[src/rtl/fbgp_defs.svh]
// Purpose : Offsets, reset values and field positions of the port bank
// Assumes : Included by bare name from the design file
// Notes   : Offsets are register indices; byte address is four times index
`ifndef FBGP_DEFS_SVH
`define FBGP_DEFS_SVH

// ----------------------------------------------------------------------
// Register indices
// ----------------------------------------------------------------------
`define FBGP_IDX_DIRECTION   8'hE0
`define FBGP_IDX_DATA        8'hE1
`define FBGP_IDX_POLARITY    8'hE2
`define FBGP_IDX_EDGE_STATUS 8'hE3
`define FBGP_IDX_INT_STATUS  8'hF0
`define FBGP_IDX_INT_ENABLE  8'hF1
`define FBGP_IDX_INT_CLEAR   8'hF2

// ----------------------------------------------------------------------
// Address layout and reset values
// ----------------------------------------------------------------------
`define FBGP_ADDR_W          10
`define FBGP_IDX_LSB         2
`define FBGP_IDX_MSB         9
`define FBGP_LANE_MSB        1
`define FBGP_RST_DIRECTION   4'hF
`define FBGP_RST_ZERO        4'h0
`define FBGP_RD_ZERO         32'h0000_0000

`endif

[src/rtl/fbgp_pkg.sv]
// Purpose : Types shared by the port bank
// Assumes : Used with package-qualified names only
// Notes   : Bus request travels as one packed struct
package fbgp_pkg;

    // ------------------------------------------------------------------
    // Bus request carrier
    // ------------------------------------------------------------------
    typedef struct packed {
        logic        read;
        logic        write;
        logic [9:0]  address;
        logic [31:0] writedata;
    } fbgp_req_t;

    // ------------------------------------------------------------------
    // Bus slave states, one-hot
    // ------------------------------------------------------------------
    typedef enum logic [1:0] {
        FBGP_IDLE = 2'b01,
        FBGP_ACK  = 2'b10
    } fbgp_state_t;

endpackage

[src/rtl/fbgp_port.sv]
// Purpose : Four-pin general-purpose port bank with edge events
// Assumes : Pins synchronous to clk_in; Avalon-MM slave, byte addresses
// Notes   : reset_in is the bank master reset; host reset spares registers
`timescale 1ns/1ps
`include "fbgp_defs.svh"

module fbgp_port #(
    parameter int PIN_COUNT = 4
) (
    // Clock, resets and enable
    input  wire logic                   clk_in,
    input  wire logic                   reset_in,
    input  wire logic                   host_bus_reset_n_in,
    input  wire logic                   ce_in,
    // Avalon-MM slave
    input  wire logic [`FBGP_ADDR_W-1:0] avs_address_in,
    input  wire logic                   avs_read_in,
    input  wire logic                   avs_write_in,
    input  wire logic [31:0]            avs_writedata_in,
    input  wire logic [3:0]             avs_byteenable_in,
    output logic [31:0]                 avs_readdata_out,
    output logic                        avs_waitrequest_out,
    // Port pins
    input  wire logic [PIN_COUNT-1:0]   port_pins_in,
    output logic [PIN_COUNT-1:0]        port_pins_out,
    output logic [PIN_COUNT-1:0]        port_pins_oe_n_out,
    // Interrupt
    output logic                        irq_out
);

    // ------------------------------------------------------------------
    // Declarations
    // ------------------------------------------------------------------
    fbgp_pkg::fbgp_req_t   req;
    fbgp_pkg::fbgp_state_t state_reg;
    fbgp_pkg::fbgp_state_t state_next;

    // Register, pin and event state
    logic [PIN_COUNT-1:0] direction_reg;
    logic [PIN_COUNT-1:0] data_reg;
    logic [PIN_COUNT-1:0] polarity_reg;
    logic [PIN_COUNT-1:0] edge_status_reg;
    logic [PIN_COUNT-1:0] int_status_reg;
    logic [PIN_COUNT-1:0] int_enable_reg;
    logic [PIN_COUNT-1:0] pin_prev_reg;
    logic [PIN_COUNT-1:0] edge_seen;
    logic [PIN_COUNT-1:0] data_view;
    logic [PIN_COUNT-1:0] rd_clear_reg;
    logic [31:0]          rd_word;
    logic [31:0]          readdata_reg;
    logic [7:0]           req_idx;
    logic                 commit;
    logic                 wr_commit;
    logic                 low_lane;
    logic                 arm_reg;

    // Per-register strobes, decoded once from the committed access
    logic                 wr_direction;
    logic                 wr_data;
    logic                 wr_polarity;
    logic                 wr_int_enable;
    logic                 wr_int_clear;
    logic                 rd_edge_status;

    // ------------------------------------------------------------------
    // Helpers
    // ------------------------------------------------------------------

    // Decode a register index out of a byte address
    function automatic logic [7:0] fbgp_index(input logic [`FBGP_ADDR_W-1:0] addr);
        fbgp_index = addr[`FBGP_IDX_MSB:`FBGP_IDX_LSB];
    endfunction

    // True when the decoded index names the given register
    function automatic logic fbgp_hit(input logic [7:0] idx, input logic [7:0] target);
        fbgp_hit = (idx == target);
    endfunction

    // Place a narrow field in the low bits, upper bits read as zero
    function automatic logic [31:0] fbgp_widen(input logic [PIN_COUNT-1:0] v);
        fbgp_widen = `FBGP_RD_ZERO;
        fbgp_widen[PIN_COUNT-1:0] = v;
    endfunction

    // ------------------------------------------------------------------
    // Bus request and handshake
    // ------------------------------------------------------------------

    // Gather the request into one carrier
    assign req.read      = avs_read_in;
    assign req.write     = avs_write_in;
    assign req.address   = avs_address_in;
    assign req.writedata = avs_writedata_in;

    assign req_idx  = fbgp_index(req.address);
    assign low_lane = avs_byteenable_in[0];

    // The access completes on the edge where the slave sits in ACK
    assign commit    = ce_in && (state_reg == fbgp_pkg::FBGP_ACK);
    assign wr_commit = commit && req.write && low_lane;

    // Waitrequest held high until the one-cycle answer is ready
    assign avs_waitrequest_out = !commit;
    assign avs_readdata_out    = readdata_reg;

    // Next state: one wait cycle, then answer
    always_comb
    begin
        state_next = state_reg;
        case (state_reg)
            fbgp_pkg::FBGP_IDLE:
            begin
                if (req.read || req.write)
                    state_next = fbgp_pkg::FBGP_ACK;
            end
            fbgp_pkg::FBGP_ACK:
            begin
                state_next = fbgp_pkg::FBGP_IDLE;
            end
            default:
            begin
                state_next = fbgp_pkg::FBGP_IDLE;
            end
        endcase
    end

    // Slave state; only bus-facing logic follows the host reset
    always_ff @(posedge clk_in or posedge reset_in)
    begin
        if (reset_in)
            state_reg <= fbgp_pkg::FBGP_IDLE;
        else if (!host_bus_reset_n_in)
            state_reg <= fbgp_pkg::FBGP_IDLE;
        else if (ce_in)
            state_reg <= state_next;
    end

    // ------------------------------------------------------------------
    // Register strobes
    // ------------------------------------------------------------------

    // One strobe per register; each is live only on the committing edge
    assign wr_direction   = wr_commit && fbgp_hit(req_idx, `FBGP_IDX_DIRECTION);
    assign wr_data        = wr_commit && fbgp_hit(req_idx, `FBGP_IDX_DATA);
    assign wr_polarity    = wr_commit && fbgp_hit(req_idx, `FBGP_IDX_POLARITY);
    assign wr_int_enable  = wr_commit && fbgp_hit(req_idx, `FBGP_IDX_INT_ENABLE);
    assign wr_int_clear   = wr_commit && fbgp_hit(req_idx, `FBGP_IDX_INT_CLEAR);
    // Read-clear only when the read really completes, never on a stall
    assign rd_edge_status = commit && req.read
                         && fbgp_hit(req_idx, `FBGP_IDX_EDGE_STATUS);

    // ------------------------------------------------------------------
    // Pin view and drive
    // ------------------------------------------------------------------

    // Value seen through the data register, per pin direction
    generate
        for (genvar i = 0; i < PIN_COUNT; i++)
        begin : g_view
            always_comb
            begin
                if (direction_reg[i])
                    data_view[i] = port_pins_in[i] ^ polarity_reg[i];
                else
                    data_view[i] = data_reg[i];
            end
        end
    endgenerate

    // Pin drive registered; input pins release their driver
    always_ff @(posedge clk_in or posedge reset_in)
    begin
        if (reset_in)
        begin
            port_pins_out      <= `FBGP_RST_ZERO;
            port_pins_oe_n_out <= `FBGP_RST_DIRECTION;
        end
        else if (ce_in)
        begin
            port_pins_out      <= data_reg ^ polarity_reg;
            port_pins_oe_n_out <= direction_reg;
        end
    end

    // ------------------------------------------------------------------
    // Configuration registers
    // ------------------------------------------------------------------

    // Direction register; reserved upper bits are not stored
    always_ff @(posedge clk_in or posedge reset_in)
    begin
        if (reset_in)
            direction_reg <= `FBGP_RST_DIRECTION;
        else if (wr_direction)
            direction_reg <= req.writedata[PIN_COUNT-1:0];
    end

    // Data register; bits of input pins keep their value on write
    always_ff @(posedge clk_in or posedge reset_in)
    begin
        if (reset_in)
            data_reg <= `FBGP_RST_ZERO;
        else if (wr_data)
            data_reg <= (data_reg & direction_reg)
                      | (req.writedata[PIN_COUNT-1:0] & ~direction_reg);
    end

    // Polarity register
    always_ff @(posedge clk_in or posedge reset_in)
    begin
        if (reset_in)
            polarity_reg <= `FBGP_RST_ZERO;
        else if (wr_polarity)
            polarity_reg <= req.writedata[PIN_COUNT-1:0];
    end

    // Interrupt enable register
    always_ff @(posedge clk_in or posedge reset_in)
    begin
        if (reset_in)
            int_enable_reg <= `FBGP_RST_ZERO;
        else if (wr_int_enable)
            int_enable_reg <= req.writedata[PIN_COUNT-1:0];
    end

    // ------------------------------------------------------------------
    // Edge events
    // ------------------------------------------------------------------

    // Previous pin level; both edges count as active
    always_ff @(posedge clk_in or posedge reset_in)
    begin
        if (reset_in)
            pin_prev_reg <= `FBGP_RST_ZERO;
        else if (ce_in)
            pin_prev_reg <= port_pins_in;
    end

    // Armed after the first enabled sample: a pin that idles high at
    // reset release would otherwise look like an edge against the reset
    // value of the previous-level register
    always_ff @(posedge clk_in or posedge reset_in)
    begin
        if (reset_in)
            arm_reg <= 1'b0;
        else if (ce_in)
            arm_reg <= 1'b1;
    end

    // Change between consecutive enabled samples, any pin direction
    assign edge_seen = (ce_in && arm_reg) ? (port_pins_in ^ pin_prev_reg)
                                          : `FBGP_RST_ZERO;

    // Edge status: set wins over the read-clear of the same cycle
    always_ff @(posedge clk_in or posedge reset_in)
    begin
        if (reset_in)
            edge_status_reg <= `FBGP_RST_ZERO;
        else if (rd_edge_status)
            edge_status_reg <= (edge_status_reg & ~rd_clear_reg) | edge_seen;
        else
            edge_status_reg <= edge_status_reg | edge_seen;
    end

    // Interrupt status: sticky, cleared by writing ones to the clear index
    always_ff @(posedge clk_in or posedge reset_in)
    begin
        if (reset_in)
            int_status_reg <= `FBGP_RST_ZERO;
        else if (wr_int_clear)
            int_status_reg <= (int_status_reg & ~req.writedata[PIN_COUNT-1:0])
                            | edge_seen;
        else
            int_status_reg <= int_status_reg | edge_seen;
    end

    // Level interrupt while any enabled status bit is set; registered,
    // so it trails a status change by one cycle
    always_ff @(posedge clk_in or posedge reset_in)
    begin
        if (reset_in)
            irq_out <= 1'b0;
        else if (ce_in)
            irq_out <= |(int_status_reg & int_enable_reg);
    end

    // ------------------------------------------------------------------
    // Read path
    // ------------------------------------------------------------------

    // Read mux; unmapped indices and write-only clear read zero
    always_comb
    begin
        rd_word = `FBGP_RD_ZERO;
        case (req_idx)
            `FBGP_IDX_DIRECTION:   rd_word = fbgp_widen(direction_reg);
            `FBGP_IDX_DATA:        rd_word = fbgp_widen(data_view);
            `FBGP_IDX_POLARITY:    rd_word = fbgp_widen(polarity_reg);
            `FBGP_IDX_EDGE_STATUS: rd_word = fbgp_widen(edge_status_reg);
            `FBGP_IDX_INT_STATUS:  rd_word = fbgp_widen(int_status_reg);
            `FBGP_IDX_INT_ENABLE:  rd_word = fbgp_widen(int_enable_reg);
            default:               rd_word = `FBGP_RD_ZERO;
        endcase
    end

    // Read data captured in the wait cycle, stands through the answer
    always_ff @(posedge clk_in or posedge reset_in)
    begin
        if (reset_in)
        begin
            readdata_reg <= `FBGP_RD_ZERO;
            rd_clear_reg <= `FBGP_RST_ZERO;
        end
        else if (!host_bus_reset_n_in)
        begin
            readdata_reg <= `FBGP_RD_ZERO;
            rd_clear_reg <= `FBGP_RST_ZERO;
        end
        else if (ce_in && state_reg == fbgp_pkg::FBGP_IDLE && req.read)
        begin
            readdata_reg <= rd_word;
            // Only bits returned to software are cleared later
            rd_clear_reg <= rd_word[PIN_COUNT-1:0];
        end
    end

    // Byte lanes above the first carry no register bits
    logic unused_lanes;
    assign unused_lanes = |avs_byteenable_in[3:`FBGP_LANE_MSB];

endmodule

[config.mk]
export PLATFORM = sky130hd
export DESIGN_NAME = fbgp_port
export DESIGN_NICKNAME = d
export VERILOG_FILES = /design/src/rtl/fbgp_pkg.sv /design/src/rtl/fbgp_port.sv
export VERILOG_INCLUDE_DIRS = /design/src /design/src/rtl
export SDC_FILE = /design/constraint.sdc
export NUM_CORES = 1
export LEC_CHECK = 0
export BUFFER_PORTS_ARGS = -buffer_cell sky130_fd_sc_hd__buf_2
export CAP_MARGIN = 15
export CORE_MARGIN = 2
export CORE_UTILIZATION = 35
export DETAILED_ROUTE_END_ITERATION = 16
export MAX_ROUTING_LAYER = met4
export PLACE_DENSITY_LB_ADDON = 0.08
export RECOVER_POWER = 100
export REMOVE_ABC_BUFFERS = 1
export SETUP_SLACK_MARGIN = 0.1
export SYNTH_ARGS = -nofsm -noshare
export SYNTH_HDL_FRONTEND = slang
export SYNTH_SLANG_ARGS = --single-unit
[constraint.sdc]
create_clock -name clk_in -period 2.2 [get_ports clk_in]
set_input_delay 0.44 -clock clk_in [delete_from_list [all_inputs] [get_ports clk_in]]
set_output_delay 0.44 -clock clk_in [all_outputs]
set_load 0.1 [all_outputs]
== Yosys cells after proc, flatten, opt, wreduce, memory -nomap -nowiden ==
Cells that the tools add are included.

* Eq/ne operators: 12
* Muxes and demuxes: 16
* Bitwise logic cells: 19
* Reductions and logical operators: 17

{| class="wikitable"
|+ Operator list
! cell !! number
|-
| two-way mux 32 bit || 2
|-
| equality test 8 bit, second input constant || 7
|-
| one-hot mux 4 bit (6 select lines) || 1
|-
| bitwise AND 4 bit || 5
|-
| two-way mux 4 bit || 5
|-
| OR 4 bit || 5
|-
| logical AND 1 bit || 13
|-
| NOT 4 bit || 3
|-
| two-way mux 2 bit || 4
|-
| XOR 4 bit || 2
|-
| two-way mux 1 bit || 4
|-
| != test 2 x 1 -> 1 bit, second input constant || 2
|-
| OR reduction 4 bit || 1
|-
| XOR 1 bit || 4
|-
| != test 3 bit, second input constant || 1
|-
| equality test 2 x 1 -> 1 bit, second input constant || 1
|-
| equality test 2 bit, second input constant || 1
|-
| AND reduction 2 bit || 1
|-
| zero test 1 bit || 1
|-
| logical OR 1 bit || 1
|}

* Register bits: 76
* Output and inout bits: 42
* Logic and storage cells: 78

== Logic depth before layout (Yosys ltp) ==
* Depth in word-level cells: 6
* Depth in mapped cells: 5

== Worst setup path after synthesis ==
OpenSTA, ideal clock, no wires.

* Kind: input -> register
* Start: in ce_in
* End: reg direction_reg[0]
* Setup time: 82 ps
* Arrival time: 2644 ps
* Path slack: -526 ps
* Stages on the path: 5
* Buffers on the path: 1
* Cell sequence: buf_2 -> nand3b_1 -> or2_2 -> nor3_2 -> mux2_2

* Word-level cells in the longest chain between the ends: 4

{| class="wikitable"
|+ RTL lines
! what !! RTL line !! text
|-
| from (decl) || fbgp_port.sv:14 || <nowiki>input wire logic ce_in,</nowiki>
|-
| logical AND 1 bit || fbgp_port.sv:99 || <nowiki>assign commit = ce_in && (state_reg == fbgp_pkg::FBGP_ACK);</nowiki>
|-
| logical AND 1 bit (2 in a row) || fbgp_port.sv:100 || <nowiki>assign wr_commit = commit && req.write && low_lane;</nowiki>
|-
| logical AND 1 bit || fbgp_port.sv:143 || <nowiki>assign wr_direction = wr_commit && fbgp_hit(req_idx, `FBGP_IDX_DIRECTION);</nowiki>
|-
| to (signal assigned) || fbgp_port.sv:193 || <nowiki>direction_reg <= `FBGP_RST_DIRECTION;</nowiki>
|-
| to (signal assigned) || fbgp_port.sv:195 || <nowiki>direction_reg <= req.writedata[PIN_COUNT-1:0];</nowiki>
|-
| to (decl) || fbgp_port.sv:39 || <nowiki>logic [PIN_COUNT-1:0] direction_reg;</nowiki>
|}

Every way passes these cells.
A chain may end at the register's enable or synchronous reset.

== Final worst setup path ==
* Start: in avs_address_in[5]
* End: reg edge_status_reg[0]

* Word-level cells in the longest chain between the ends: 3

{| class="wikitable"
|+ RTL lines
! what !! RTL line !! text
|-
| from (decl) || fbgp_port.sv:16 || <nowiki>input wire logic [`FBGP_ADDR_W-1:0] avs_address_in,</nowiki>
|-
| equality test 8 bit || fbgp_port.sv:76 || <nowiki>fbgp_hit = (idx == target);</nowiki>
|-
| logical AND 1 bit || fbgp_port.sv:149 || <nowiki>assign rd_edge_status = commit && req.read</nowiki>
|-
| two-way mux 4 bit || fbgp_port.sv:259 || <nowiki>else if (rd_edge_status)</nowiki>
|-
| to (signal assigned) || fbgp_port.sv:258 || <nowiki>edge_status_reg <= `FBGP_RST_ZERO;</nowiki>
|-
| to (signal assigned) || fbgp_port.sv:260 || <nowiki>edge_status_reg <= (edge_status_reg & ~rd_clear_reg) | edge_seen;</nowiki>
|-
| to (signal assigned) || fbgp_port.sv:262 || <nowiki>edge_status_reg <= edge_status_reg | edge_seen;</nowiki>
|-
| to (decl) || fbgp_port.sv:42 || <nowiki>logic [PIN_COUNT-1:0] edge_status_reg;</nowiki>
|}

Every way passes these cells.

==> impl_metrics.toml <==
[logic_synthesis]
async_reset_ff_share_pct = 100
synth_ff_type = "dfrtp_1"
syn_area_um2 = 2540
yosysWarnings = 0
yosysSeqAreaShare_pct = 43.8
synthCells = 241
syn_area_per_cell_um2 = 10.5
synth_seq_cells = 44
synth_edf_count = 0
synth.distinct_cells = 43

[worst_setup_path]
worstSetupPathType = "input port to flop"
crit_path_top_delay_cell = "nor4_1"
max_stage_delay_ns = 0.75
endpoint_kind = "flop"
arrival_ns = 2.19
critPathLaunchType = "input port"
crit_chain = "clkbuf_1, or3b_1, nor4_1, nand2_1, a21o_1"
critPathRequiredTime_ns = 2.39
path_max_fanout = 5

[run]
maxCapViolCount = 0

[clock_tree]
numCtsBuffers = 5
cts_resized = 0
cts_root_buf = "clkbuf_8"
cts_tree = "yes"
cts_setup_buffers = 0
hold_buffers = 0
clock_path_buffers = 2
path_clk_slew_ns = 0.09
htreeDepth = 2
cts_sinks = 44
clock_latency_ns = 0.31

[placement]
dp_hpwl_um = 4490
placed_area_um2 = 2840
port_buffers = 36
post-place-ws_ns = 0.141
gp_congestion = 0.868

[sta]
timing.hold.ws_ns = 0.309
fin_ws_ns = 0.204
fmax_mhz = 501
drv_slew = 0
hold_viol_final = 0
finalCritPeriodShare_pct = 90.7
slew_headroom_pct = 23.3
fin_crit_ns = 2.00
fin_skew_ns = 0.0119
tns_ns = 0
setup-violations-final = 0
rsz0062_at_grt = "false"
worstMarginPinSlew_ns = 1.16

[die]
fp-row-count = 31
core_area_um2 = 7140
num_io_pins = 98
die_h_um = 89.2
start_util_pct = 35.6
dieArea_um2 = 7960
fp.dieW_um = 89.2

[grt]
track_usage_pct = 16.6
grt_max_degree = 45
first_global_vias = 1674
grt-ovfl-total = 0
antenna_found_initial = 0
grt_pass1_wl_um = 9350

[final_layout]
layout_commonest_cell = "dfrtp_1"
mostFrequentLayoutCells = "dfrtp_1, conb_1, nand2_1, buf_2"
final_cell_area_um2 = 2830
area_growth_pct = 11.5
diodes = 0
drive_above_1_share_pct = 27.5
nets = 350

[route]
first_iter_violations = 86
vias_per_cell = 4.72
first_pass_iters = 4
drtAntennaViolNets = 0
wl_met2_um = 2620
route.met3.wl_um = 309
drc = 0
wirelength_um = 5990
m1WireLength_um = 3000
via_count = 1860
wire_per_inst_um = 15.2
top_layer_used = "met4"

[min_path]
hp-class = "input port to flop"

[pwr]
power_leakage_nw = 1.22
power.total_mw = 1.79
power_density_nw_per_um2 = 633
ir_worst_vdd_uv = 237

[run_status]
status = "finished, final reports clean"
## synthesized netlist by cell type, types with 2 or more instances
| cell type | instances | share of area (%) |
|---|---|---|
| nand3b_1 | 2 | 0.59 |
| mux2i_1 | 5 | 2.0 |
| nor4_4 | 3 | 2.5 |
| a22oi_1 | 2 | 0.59 |
| o211ai_1 | 5 | 1.5 |
| buf_2 | 2 | 0.39 |
| a21o_1 | 11 | 3.2 |
| mux2_2 | 18 | 8.0 |
| mux2_1 | 3 | 1.3 |
| and2_1 | 2 | 0.49 |
| dfrtp_1 | 35 | 34 |
| nor2_1 | 18 | 2.7 |
| a21oi_1 | 5 | 0.98 |
| nand4b_1 | 2 | 0.69 |
| xnor2_1 | 12 | 4.1 |
| dfstp_2 | 9 | 9.3 |
| o21ai_0 | 10 | 2.0 |
| o21bai_1 | 3 | 0.89 |
| or3b_1 | 2 | 0.69 |
| nand2_1 | 20 | 3.0 |
| a211oi_1 | 4 | 1.2 |
| a32oi_1 | 3 | 1.0 |
| o2111ai_1 | 4 | 1.4 |
| clkbuf_1 | 3 | 0.44 |
| inv_1 | 10 | 1.5 |
| a31oi_1 | 2 | 0.49 |
| or2_2 | 2 | 0.49 |
| buf_4 | 29 | 8.6 |
## report_power, final
part           internal (mW)  switching (mW)  total [mW]
combinational         0.0654           0.339       0.404
sequential             0.825          0.0108       0.836
clock                  0.256           0.296       0.552
total                   1.15           0.646        1.79
## layer usage
| metal | up-vias | GRT usage (%) |
|---|---|---|
| met3 | 5 | 3.05 |
| li1 | 906 | - |
| met4 | 0 | 4.07 |
| met1 | 886 | 23.9 |
| met2 | 63 | 24.2 |
| met5 | - | - |
## stage by stage
step | std cells | util [%]
floorplan | 234 | -
global placement | 386 | 39.7
detailed placement | 386 | 39.7
CTS | 394 | 41.0
global route | 394 | 39.7
finish | 394 | 39.7
## area by class of cell
class | count | area [um^2]
fill | 749 | 4300
multi-input combinational | 180 | 1190
sequential | 44 | 1110
timing repair buffer | 53 | 272
tap | 99 | 124
clock buffer | 7 | 86.3
inverter | 10 | 37.5
clock inverter | 1 | 7.51
## worst paths after layout
| kind | from | cells after the start | slack (ns) | end |
|---|---|---|---|---|
| max | avs_address_in[5] | 5 | 0.20 | edge_status_reg[0]$_DFF_PP0_ |
| min | host_bus_reset_n_in | 2 | 0.31 | state_reg[0]$_DFFE_PP1P_ |
| max reg2reg | state_reg[0]$_DFFE_PP1P_ | 5 | 0.24 | direction_reg[1]$_DFFE_PP1P_ |
| min reg2reg | arm_reg$_DFFE_PP0P_ | 1 | 0.48 | arm_reg$_DFFE_PP0P_ |
| max in group asynchronous | reset_in | 3 | 1.02 | state_reg[1]$_DFFE_PP0P_ |
| min in group asynchronous | reset_in | 3 | 0.49 | int_enable_reg[0]$_DFFE_PP0P_ |
## critical path, delay by kind of cell
| kind | cells | cell delay (ns) |
|---|---|---|
| and+or+nand+nor | 3 | 1.42 |
| AOI/OAI and AO/OA | 1 | 0.22 |
| buffers and inverters | 1 | 0.11 |
## logic make-up (layout without fill, tap and decap cells)
family,Yosys count,count (layout),share of synthesized area (%)
AO/OA/AOI/OAI,51,51,14.1
XOR/XNOR,12,12,4.14
buffers and inverters,44,71,10.9
flip-flops,44,44,43.8
multiplexers,26,26,11.3
other,1,28,0.148
AND/OR/NAND/NOR,63,63,15.7
Power figures use the tool's default switching activity.
